==> src/hw/nhb_pkg.sv <==
// Package of constants for the flash host bus controller
package nhb_pkg;
  localparam int NHB_CLK_PERIOD_NS = 4;
  // Strobe low and high phase lengths
  localparam int NHB_STROBE_LOW_NS = 12;
  localparam int NHB_STROBE_HIGH_NS = 12;
  localparam int NHB_STROBE_LOW_CYC =
    (NHB_STROBE_LOW_NS + NHB_CLK_PERIOD_NS - 1) / NHB_CLK_PERIOD_NS;
  localparam int NHB_STROBE_HIGH_CYC =
    (NHB_STROBE_HIGH_NS + NHB_CLK_PERIOD_NS - 1) / NHB_CLK_PERIOD_NS;
  // Access delay from read strobe fall to valid data
  localparam int NHB_READ_ACCESS_DELAY_NS = 20;
  localparam int NHB_READ_ACCESS_DELAY_CYC =
    (NHB_READ_ACCESS_DELAY_NS + NHB_CLK_PERIOD_NS - 1) / NHB_CLK_PERIOD_NS;
  localparam int NHB_CNT_W = 4;
  localparam int NHB_BUS_W = 16;
  localparam int NHB_FIFO_DEPTH = 2;
  // Operation kinds on the request port
  localparam logic [1:0] NHB_OP_CMD = 2'h0;
  localparam logic [1:0] NHB_OP_ADDR = 2'h1;
  localparam logic [1:0] NHB_OP_WDATA = 2'h2;
  localparam logic [1:0] NHB_OP_RDATA = 2'h3;
  localparam logic [7:0] NHB_LOW_BYTE_MASK = 8'hff;
  typedef enum logic [4:0] {
    NHB_IDLE = 5'h01,
    NHB_SETUP = 5'h02,
    NHB_LOW = 5'h04,
    NHB_HIGH = 5'h08,
    NHB_WAIT_RDY = 5'h10
  } nhb_state_e;
endpackage

==> src/hw/nhb_fifo.sv <==
// Two-entry valid/ready buffer for read data
`timescale 1ns/10ps
`default_nettype none
module nhb_fifo
  import nhb_pkg::*;
(
  input wire logic clk_in,
  input wire logic rst_in,
  input wire logic in_valid_in,
  output logic in_ready_out,
  input wire logic [NHB_BUS_W-1:0] in_data_in,
  output logic out_valid_out,
  input wire logic out_ready_in,
  output logic [NHB_BUS_W-1:0] out_data_out
);
  logic [NHB_BUS_W-1:0] mem_r [NHB_FIFO_DEPTH];
  logic wr_ptr_r;
  logic rd_ptr_r;
  logic [1:0] count_r;
  logic push;
  logic pop;

  assign in_ready_out = (count_r != 2'h2);
  assign out_valid_out = (count_r != 2'h0);
  assign out_data_out = mem_r[rd_ptr_r];
  assign push = in_valid_in && in_ready_out;
  assign pop = out_valid_out && out_ready_in;

  always_ff @(posedge clk_in) begin
    if (push) begin
      mem_r[wr_ptr_r] <= in_data_in;
    end
  end

  always_ff @(posedge clk_in) begin
    if (rst_in) begin
      wr_ptr_r <= 1'b0;
      rd_ptr_r <= 1'b0;
      count_r <= 2'h0;
    end else begin
      if (push) begin
        wr_ptr_r <= ~wr_ptr_r;
      end
      if (pop) begin
        rd_ptr_r <= ~rd_ptr_r;
      end
      if (push && !pop) begin
        count_r <= count_r + 2'h1;
      end else if (pop && !push) begin
        count_r <= count_r - 2'h1;
      end
    end
  end
endmodule
`default_nettype wire

==> src/hw/nhb_host.sv <==
// Host controller driving a strobe-timed flash bus
`timescale 1ns/10ps
`default_nettype none
module nhb_host
  import nhb_pkg::*;
(
  input wire logic clk_in,
  input wire logic rst_in,
  input wire logic req_valid_in,
  output logic req_ready_out,
  input wire logic [1:0] req_op_in,
  input wire logic req_die_in,
  input wire logic req_wait_in,
  input wire logic [NHB_BUS_W-1:0] req_data_in,
  output logic rd_valid_out,
  input wire logic rd_ready_in,
  output logic [NHB_BUS_W-1:0] rd_data_out,
  input wire logic write_enable_in,
  input wire logic autoread_enable_in,
  output logic die0_select_n_out,
  output logic die1_select_n_out,
  output logic cmd_latch_out,
  output logic addr_latch_out,
  output logic write_strobe_n_out,
  output logic read_strobe_n_out,
  output logic write_protect_n_out,
  output logic autoread_select_out,
  output logic [NHB_BUS_W-1:0] shared_io_bus_out,
  output logic shared_io_bus_oe_out,
  input wire logic [NHB_BUS_W-1:0] shared_io_bus_in,
  input wire logic ready_busy_n_in,
  output logic busy_out
);
  nhb_state_e state_r;
  logic [NHB_CNT_W-1:0] cnt_r;
  logic [1:0] op_r;
  logic die_r;
  logic wait_r;
  logic [NHB_BUS_W-1:0] data_r;
  logic fifo_ready;
  logic fifo_valid_r;
  logic [NHB_BUS_W-1:0] fifo_data_r;
  logic fifo_out_valid;
  logic [NHB_BUS_W-1:0] fifo_out_data;
  logic rd_pop;

  function automatic logic op_is_ctrl(input logic [1:0] op);
    op_is_ctrl = (op == NHB_OP_CMD) || (op == NHB_OP_ADDR);
  endfunction

  // Registered ready; trade-off: writes also wait while the read buffer is full
  always_ff @(posedge clk_in) begin
    if (rst_in) begin
      req_ready_out <= 1'b0;
    end else begin
      req_ready_out <= (state_r == NHB_IDLE) && !(req_valid_in && req_ready_out) &&
                       fifo_ready;
    end
  end

  always_ff @(posedge clk_in) begin
    if (rst_in) begin
      state_r <= NHB_IDLE;
      cnt_r <= '0;
      op_r <= NHB_OP_CMD;
      die_r <= 1'b0;
      wait_r <= 1'b0;
      data_r <= '0;
    end else begin
      case (state_r)
        NHB_IDLE: begin
          if (req_valid_in && req_ready_out) begin
            op_r <= req_op_in;
            die_r <= req_die_in;
            wait_r <= req_wait_in;
            // Upper lanes forced low on command and address cycles
            data_r <= op_is_ctrl(req_op_in) ?
                      {8'h00, req_data_in[7:0] & NHB_LOW_BYTE_MASK} : req_data_in;
            cnt_r <= '0;
            state_r <= NHB_SETUP;
          end
        end
        NHB_SETUP: begin
          state_r <= NHB_LOW;
          cnt_r <= '0;
        end
        NHB_LOW: begin
          // Read low phase covers the access delay before sampling
          if ((op_r == NHB_OP_RDATA &&
               cnt_r == NHB_CNT_W'(NHB_READ_ACCESS_DELAY_CYC - 1)) ||
              (op_r != NHB_OP_RDATA &&
               cnt_r == NHB_CNT_W'(NHB_STROBE_LOW_CYC - 1))) begin
            state_r <= NHB_HIGH;
            cnt_r <= '0;
          end else begin
            cnt_r <= cnt_r + 1'b1;
          end
        end
        NHB_HIGH: begin
          if (cnt_r == NHB_CNT_W'(NHB_STROBE_HIGH_CYC - 1)) begin
            state_r <= wait_r ? NHB_WAIT_RDY : NHB_IDLE;
            cnt_r <= '0;
          end else begin
            cnt_r <= cnt_r + 1'b1;
          end
        end
        NHB_WAIT_RDY: begin
          // Only watch ready/busy until the operation ends
          if (ready_busy_n_in) begin
            state_r <= NHB_IDLE;
          end
        end
        default: state_r <= NHB_IDLE;
      endcase
    end
  end

  // Pin drive, all registered
  always_ff @(posedge clk_in) begin
    if (rst_in) begin
      die0_select_n_out <= 1'b1;
      die1_select_n_out <= 1'b1;
      cmd_latch_out <= 1'b0;
      addr_latch_out <= 1'b0;
      write_strobe_n_out <= 1'b1;
      read_strobe_n_out <= 1'b1;
      shared_io_bus_out <= '0;
      shared_io_bus_oe_out <= 1'b0;
    end else begin
      // Select released while waiting; the device ignores it when busy
      die0_select_n_out <= !((state_r == NHB_SETUP || state_r == NHB_LOW ||
                              state_r == NHB_HIGH) && !die_r);
      die1_select_n_out <= !((state_r == NHB_SETUP || state_r == NHB_LOW ||
                              state_r == NHB_HIGH) && die_r);
      cmd_latch_out <= (state_r != NHB_IDLE && state_r != NHB_WAIT_RDY) &&
                       op_r == NHB_OP_CMD;
      addr_latch_out <= (state_r != NHB_IDLE && state_r != NHB_WAIT_RDY) &&
                        op_r == NHB_OP_ADDR;
      write_strobe_n_out <= !(state_r == NHB_LOW && op_r != NHB_OP_RDATA);
      read_strobe_n_out <= !(state_r == NHB_LOW && op_r == NHB_OP_RDATA);
      shared_io_bus_out <= data_r;
      // Host bus drive only on writes, never while reading
      shared_io_bus_oe_out <= (state_r == NHB_SETUP || state_r == NHB_LOW ||
                               state_r == NHB_HIGH) && op_r != NHB_OP_RDATA;
    end
  end

  always_ff @(posedge clk_in) begin
    if (rst_in) begin
      write_protect_n_out <= 1'b0;
      autoread_select_out <= 1'b0;
      busy_out <= 1'b1;
    end else begin
      // Protect stays asserted until software permits writes
      write_protect_n_out <= write_enable_in;
      autoread_select_out <= autoread_enable_in;
      busy_out <= (state_r != NHB_IDLE) || !ready_busy_n_in;
    end
  end

  // Sampled as the read strobe rises, a full access delay after its fall
  always_ff @(posedge clk_in) begin
    if (rst_in) begin
      fifo_valid_r <= 1'b0;
      fifo_data_r <= '0;
    end else begin
      fifo_valid_r <= (state_r == NHB_HIGH) && op_r == NHB_OP_RDATA && cnt_r == '0;
      fifo_data_r <= shared_io_bus_in;
    end
  end

  nhb_fifo u_fifo (
    .clk_in(clk_in),
    .rst_in(rst_in),
    .in_valid_in(fifo_valid_r),
    .in_ready_out(fifo_ready),
    .in_data_in(fifo_data_r),
    .out_valid_out(fifo_out_valid),
    .out_ready_in(rd_pop),
    .out_data_out(fifo_out_data)
  );

  // Output register stage; pops only when empty or consumed
  assign rd_pop = fifo_out_valid && (!rd_valid_out || rd_ready_in);

  always_ff @(posedge clk_in) begin
    if (rst_in) begin
      rd_valid_out <= 1'b0;
      rd_data_out <= '0;
    end else begin
      if (rd_pop) begin
        rd_valid_out <= 1'b1;
        rd_data_out <= fifo_out_data;
      end else if (rd_ready_in) begin
        rd_valid_out <= 1'b0;
      end
    end
  end
endmodule
`default_nettype wire

==> config.mk <==
export PLATFORM = sky130hd
export DESIGN_NAME = nhb_host
export DESIGN_NICKNAME = d
export VERILOG_FILES = /design/src/hw/nhb_pkg.sv /design/src/hw/nhb_fifo.sv /design/src/hw/nhb_host.sv
export SDC_FILE = /design/constraint.sdc
export NUM_CORES = 1
export LEC_CHECK = 0
export ABC_AREA = 1
export BUFFER_PORTS_ARGS = -buffer_cell sky130_fd_sc_hd__buf_2
export CORE_MARGIN = 3
export CORE_UTILIZATION = 54
export CTS_CLUSTER_SIZE = 24
export DETAILED_ROUTE_END_ITERATION = 16
export PLACE_DENSITY = 0.9
export SYNTH_ARGS = -nofsm -noshare
export SYNTH_HDL_FRONTEND = slang
export SYNTH_SLANG_ARGS = --single-unit
==> constraint.sdc <==
create_clock -name clk_in -period 2.48 [get_ports clk_in]
set_input_delay 0 -clock clk_in [delete_from_list [all_inputs] [get_ports clk_in]]
set_output_delay 0 -clock clk_in [all_outputs]
set_load 0.005 [all_outputs]
Word level (Yosys, flattened, before mapping). Memory sizes are Yosys's and may differ from the RTL's. A register that Yosys moved wholly into a read port is not among the register bits. Cells that the tools add are included.

Bitwise logic cells: 2. $add $sub $neg: 3. Eq/ne operators: 18. Muxes and demuxes: 17. Reductions and logical operators: 46.

Operators by type and width (count): $mux 5 (5); $pmux 5 s5 (1); $logic_and 1x1->1 (20); $mux 16 (1); $pmux 4 s4 (1); $mux 4 (3); $logic_not 1->1 (10); $ne 2x2->1 const B (5); $logic_or 1x1->1 (6); $reduce_bool 2->1 (3); $eq 5x1->1 const B (1); $eq 5x2->1 const B (1); $eq 5x3->1 const B (1); $eq 5x4->1 const B (1); $eq 5x5->1 const B (1); $ne 5x1->1 const B (1); $ne 5x5->1 const B (1); $add 4x1->4 const B (1); $eq 2x1->1 const B (2); $eq 4x2->1 const B (1); $eq 4x3->1 const B (1); $logic_not 2->1 (2); $logic_not 4->1 (1); $mux 1 (4); other kinds (9) (12).

Memories kept: 1. Memory bits (writable): 32. Bits of input ports: 43. Register bits after elaboration: 78. Output and inout port bits: 44.

Memories: u_fifo.mem_r (words 2, bits a word 16, rd ports 1, clocked after Yosys merged registers in 1, write ports 1, RTL line nhb_fifo.sv:16) `logic [NHB_BUS_W-1:0] mem_r [NHB_FIFO_DEPTH];`.

Depth between registers and ports, before layout. Gate-level depths: netlist of the first run.

Depth after elaboration: 7. Mapped depth: 10. Depth with buffers taken out: 9.

By module. From an unflattened synthesis of the first run, not the netlist that was laid out.

Cell total of the unflattened synthesis: 461. Area total of the unflattened synthesis: 4615.7 µm².

By module, submodules not included: nhb_host (seq. area each 1801.7 µm², times used 1, cells each 374, area each 3166.8 µm²); nhb_fifo (seq. area each 1061.0 µm², times used 1, cells each 87, area each 1448.9 µm²).

Worst setup path before layout of the first run. No wires, ideal clock.

Path type: reg2reg. From: register u_fifo.count_r[0]. To: register u_fifo.count_r[1]. Cell stages (with the launch flop): 10. Data arrival time: 1.650 ns. Setup slack: 0.707 ns. Clock period less this slack: 1.773 ns. Buffers on the path: 1. Cell sequence: dfxtp_1 inv_1 a21oi_4 clkbuf_1 inv_1 ha_1 a21oi_1 o21ai_0 o21ai_0 a21oi_1.

Longest elaborated chain between the ends: 6.

Ends and longest elaborated chain: start, declared (RTL line nhb_fifo.sv:19) `logic [1:0] count_r;`; start signal, assigned (RTL line nhb_fifo.sv:48) `count_r <= count_r + 2'h1;`; start signal, assigned (RTL line nhb_fifo.sv:50) `count_r <= count_r - 2'h1;`; branches (longest 6 deep; another with $sub 2x1->2).

Parallel ways; which one is timed is not known. The select of a mux whose other input is x is not followed. A chain may end at the register's enable or synchronous reset.

Final worst setup path of the first run.
From: register state_r[2]. To: register data_r[10].

Longest elaborated chain between the ends: 2.

Ends and longest elaborated chain: start, declared (RTL line nhb_host.sv:34) `nhb_state_e state_r;`; start signal, assigned (RTL line nhb_host.sv:101) `state_r <= wait_r ? NHB_WAIT_RDY : NHB_IDLE;`; $eq 5x1->1 (RTL line nhb_host.sv:70) `case (state_r)`; $reduce_and 2->1 (no source line); end signal, assigned (RTL line nhb_host.sv:77) `data_r <= op_is_ctrl(req_op_in) ?`; end, declared (RTL line nhb_host.sv:39) `logic [NHB_BUS_W-1:0] data_r;`.

No other way between the ends.

==> results.cfg, run 1 <==
[setup_path]
worstPathArrival_ns = 2.44
critPathTopFamily = buffers and inverters
cp_slowest_cell = dlygate4sd3_1
required_ns = 2.87
cp-start-kind = register
reg2reg_slack_ns = 0.42
max_stage_delay_ns = 0.57
worst-setup-path-type = reg2reg
worst-path-buf-inv = 4
cp_cell_sequence = nor2_2 > inv_2 > nor2_4 > inv_2 > nor2_4 > inv_2 > nand2_1 > o21ai_0 > dlygate4sd3_1
cp-end-kind = register
crit_fanout = 31
path_common_cell = inv_2

[sta]
max_freq_ghz = 0.4862
timing.setup.tns_ns = 0
setup_violations = 0
fin_crit_ns = 2.057
worst_pin_slew_ns = 0.5579
whs_ns = 0.2343
final-hold-violation-count = 0
maxSlewViolCount = 0
relSlewSlack = 0.6276
grt_setup_unrepaired = no
fin_crit_sh = 0.8294
fin_skew_ns = 0.008442

[die]
fp.coreArea_sq_mm = 0.007807
initial_core_util = 0.5617
die_h_um = 96.12
io_pins = 87
die_x_um = 96.12
rows = 32
die-area_sq_mm = 0.009238

[clock_network]
cts_tree = yes
cts_max_path_buffers = 2
cts_buffers = 17
cts_setup_buffers = 0
h-tree-depth = 4
insertion_delay_ns = 0.51
cts-root-buf = clkbuf_8
clk_pin_slew_worst_paths_ns = 0.06
ctsResizeCount = 0
cts.sinks = 126

[yosys]
synth_cell_types = 27
synth_area_per_cell_sq_um = 9.575
synthesis.area_sq_mm = 0.004385
async_reset_ff_frac = 0
synth-warning-count = 0
yosysSeqAreaShare = 0.6482
syn_nets = 505
synth_area_leaders = dfxtp_1 43%, edfxtp_1 22%, nand2_1 6.0%, nor2_1 5.2%, inv_1 4.9%
synth_top_cell_area_share = 0.4291
synth_common_cells = 94 x dfxtp_1, 70 x nand2_1, 61 x nor2_1, 57 x inv_1, 33 x o21ai_0
yosys_register_bits = 126
synth-main-ff-cell = dfxtp_1
syn_inst = 458
synth.largest_area_cell = dfxtp_1
synth-edff-count = 32
yosysMostFrequentCell = dfxtp_1

[flow_run]
drv_cap = 0

[route]
firstDrtPassIters = 5
via_count = 3566
viasPerCell = 4.967
first_iter_violations = 243
wire_per_inst_um = 13.90
wirelength_mm = 9.977
drtAntennaViolNets = 0
drc = 0

[status]
outcome = complete, no violations

[worst_hold_path]
hold_path_class = in2reg

[global_route]
antenna_found_initial = 0
grt_pass1_vias = 3576
grt_max_degree = 46
grt_use_total = 0.2343
grt_pass1_wl_mm = 16.24
overflow = 0

[pwr]
vdd_drop_max_uv = 730.9
power_density_mw_per_mm2 = 1085
p_leak_nw = 2.682

[layout]
nets = 650
antenna_cells = 0
area_growth_pct = 38.72
drive_gt1_frac = 0.2289
fillCellCount = 482

[placement]
globalplace.congestion = 0.8289
numPortBuffers = 86
dpl.hpwl_mm = 5.854
==> stage by stage <==
stage,power [mW],worst slack [ns],area (sq um),std cells,util
2_1_floorplan,3.350,0.7073,4385,458,-
3_3_place_gp,3.683,0.8988,4891,634,0.6264
3_5_place_dp,3.754,0.7309,4891,634,0.6264
4_1_cts,6.604,0.4956,6083,718,0.7792
5_1_grt,6.936,0.2929,6083,718,0.7792
6_report,6.600,0.4232,6083,718,0.7792
==> sequential cells by signal (all words and copies together) (netlist names), 2 cells and up <==
register	count
u_fifo.mem_r	32
op_r	2
state_r	5
fifo_data_r	16
shared_io_bus_out	16
data_r	16
rd_data_out	16
u_fifo.count_r	2
cnt_r	4
==> kinds of logic (layout without fill, tap and decap cells) <==
group,count (synthesis),count (layout),share of synthesized area
simple gates,165,165,0.1589
flops,126,126,0.6482
buf+inv,81,239,0.07703
compound gates,79,79,0.09843
fa+ha+maj,4,4,0.01141
xor+xnor,3,3,0.005993
==> worst reg2reg max path, cell delays in order (launching register included) <==
cell,delay [ns]
dfxtp_1,0.34
nor2_2,0.19
inv_2,0.09
nor2_4,0.14
inv_2,0.07
nor2_4,0.10
inv_2,0.21
nand2_1,0.14
o21ai_0,0.09
dlygate4sd3_1,0.57
==> per-layer routing <==
layer,up-vias,wire length [um],track usage
li1,1775,-,-
met1,1645,3839,0.2533
met2,133,5335,0.4284
met3,13,706,0.07193
met4,0,96,0.08294
met5,-,0,0
==> worst paths after layout <==
kind,startpoint,end,cells after the start
worst max register to register,state_r[2]$_SDFFE_PP0P_,data_r[10]$_SDFFE_PP0P_,9
worst min-delay path,shared_io_bus_in[9],fifo_data_r[9]$_SDFF_PP0_,4
worst min register to register,data_r[13]$_SDFFE_PP0P_,shared_io_bus_out[13]$_SDFF_PP0_,2
worst max-delay path,state_r[2]$_SDFFE_PP0P_,data_r[10]$_SDFFE_PP0P_,9
==> report_power, final <==
part / internal (mW) / switching [mW]
sequential: 2.39 / 0.154
combinational: 0.502 / 0.781
clock: 1.85 / 0.916
total: 4.75 / 1.85
==> layout by cell type, fill, tap and decap left out, drive strengths merged, types with 18 or more instances in the layout <==
cell         Yosys  layout
nor2            68      68
nand3           18      18
dlygate4sd3      0      52
buf             12      93
a21oi           19      19
dfxtp           94      94
o21ai           42      42
nand2           72      72
edfxtp          32      32
inv             62      67
==> final cells by class <==
type / count / area [sq um] / share of cell area
Tap cell: 102 / 127.6 / 0.02098
Multi-Input combinational cell: 251 / 1205 / 0.1981
Timing Repair Buffer: 145 / 1003 / 0.1650
Sequential cell: 126 / 2843 / 0.4673
Clock buffer: 17 / 414.1 / 0.06808
Clock inverter: 15 / 257.7 / 0.04237
Inverter: 62 / 232.7 / 0.03826
==> timing repair <==
action                                  4_1_cts  5_1_grt
endpoints found under the setup margin        0        0
hold buffers                                 52        0
endpoints found under the hold margin        44        0
No activity file was read; power rests on OpenSTA's default activity.
==> run 2, diff against run 1 <==
- clock period: 2.48 -> 1.9 ns (I/O delays scaled with it)
==> run 2 against run 1 <==
Sequential power rose by 30%. Wire length is 2.3% lower. Flip-flop and latch count unchanged. Combinational power is 28% higher. Power rose by 21%. Clock skew about the same. Clock-buffer cell count rose by 1. Critical endpoint is now u_fifo.count_r[1]$_SDFFE_PP0P_. Largest cell class unchanged.
==> results.cfg, run 2 (synthesis gave the netlist of run 1 again) <==
[setup_path]
required_ns = 2.28
cp-start-kind = register
crit_fanout = 4
worstPathArrival_ns = 2.13
worst-setup-path-type = reg2reg
cp-end-kind = register

[global_route]
busiest_layer = met2
grt_pass1_wl_mm = 15.86
grt_max_degree = 46
use_met2 = 0.4146
grtUsageMet1 = 0.2392
grt_use_total = 0.2275
use_met3 = 0.06177
antenna_found_initial = 0
overflow = 0
grt_pass1_vias = 3587

[placement]
numPortBuffers = 86
globalplace.congestion = 0.8102
post-place-ws_ns = 0.1961
dpl.hpwl_mm = 5.612

[sta]
relSlewSlack = 0.6226
max_freq_ghz = 0.5736
fin_skew_ns = 0.008488
whs_ns = 0.2388
fin_crit_ns = 1.744
setup_violations = 0
grt_setup_unrepaired = no
fin_crit_sh = 0.9176
setup_ws_ns = 0.1565
worst_pin_slew_ns = 0.5655
final-hold-violation-count = 0
timing.setup.tns_ns = 0
maxSlewViolCount = 0

[layout]
largest_register_ffs = 32
nets = 639
seq_area_sq_mm = 0.002843
area_growth_pct = 34.24
most-common-layout-cells = 94 x dfxtp_1, 86 x buf_2, 70 x nand2_1
drive_gt1_frac = 0.2314
largest_register = u_fifo.mem_r
multi_input_area_sq_mm = 0.001205
fillCellCount = 504
final_common_cell = dfxtp_1
antenna_cells = 0

[clock_network]
clk_pin_slew_worst_paths_ns = 0.06
cts_buffers = 17
cts-root-buf = clkbuf_8
h-tree-depth = 4
insertion_delay_ns = 0.50
ctsResizeCount = 0
cts_max_path_buffers = 2
cts.sinks = 126
cts_tree = yes

[worst_hold_path]
hold_path_class = in2reg

[route]
firstDrtPassIters = 4
wire_per_inst_um = 13.78
via_count = 3526
viasPerCell = 4.987
first_iter_violations = 199
wirelength_mm = 9.745
drc = 0
drtAntennaViolNets = 0

[pwr]
p_leak_nw = 2.581
power_density_mw_per_mm2 = 1357
vdd_drop_max_uv = 790.4

[die]
initial_core_util = 0.5617
die_x_um = 96.12
fp.coreArea_sq_mm = 0.007807
io_pins = 87
die-area_sq_mm = 0.009238
die_h_um = 96.12
rows = 32

[flow_run]
drv_cap = 0

[status]
outcome = complete, no violations
run 2: changes by cell type in the layout (fill, tap and decap cells not counted):
cell           delta
clkinv_2          +5
inv_6             -2
clkinv_4          +1
dlygate4sd3_1    -10
clkbuf_8          +1
buf_4             -2
inv_8             -1
bufinv_16         -4
buf_12            +1
run 2: critical path, stage by stage, from the launching register on:
cell	delay (ns)
dfxtp_1	0.32
inv_1	0.10
o21ai_0	0.33
inv_1	0.11
ha_1	0.32
a21oi_1	0.12
o21ai_0	0.12
o21ai_0	0.16
a21oi_1	0.05
run 2: layer usage:
| metal | vias up | share of wire |
|---|---|---|
| li1 | 1758 | - |
| met1 | 1620 | 0.38 |
| met2 | 130 | 0.53 |
| met3 | 18 | 0.065 |
| met4 | 0 | 0.019 |
| met5 | - | 0 |
run 2: worst paths after layout:
check,slack [ns],cells after the start,start,end
worst min-delay path,0.24,4,shared_io_bus_in[10],fifo_data_r[10]$_SDFF_PP0_
worst max register to register,0.16,8,u_fifo.count_r[1]$_SDFFE_PP0P_,u_fifo.count_r[1]$_SDFFE_PP0P_
worst min register to register,0.42,1,die_r$_SDFFE_PP0P_,die1_select_n_out$_SDFF_PP1_
worst max-delay path,0.16,8,u_fifo.count_r[1]$_SDFFE_PP0P_,u_fifo.count_r[1]$_SDFFE_PP0P_
run 2: power by group:
part	internal, mW	switching, mW
combinational	0.628	1.01
clock	1.90	1.14
sequential	3.12	0.193
total	5.65	2.34
run 2: final cells by class:
type / instances / share of cell area
Timing Repair Buffer: 134 / 0.1543
Clock buffer: 18 / 0.07269
Tap cell: 102 / 0.02168
Multi-Input combinational cell: 251 / 0.2047
Inverter: 62 / 0.03953
Sequential cell: 126 / 0.4829
Clock inverter: 14 / 0.02423
run 2: what timing repair did:
item                                   4_1_cts  5_1_grt
endpoints found under the hold margin       43        0
setup buffers                                0        0
hold buffers                                42        0
run 2: through the flow:
stage	cells	power, mW	util	area [sq um]
after CTS	707	8.034	0.7540	5887
after global placement	633	4.809	0.6271	4896
after global routing	707	8.408	0.7540	5887
after detailed placement	633	4.903	0.6271	4896
after floorplan	458	4.372	-	4385
final	707	7.991	0.7540	5887
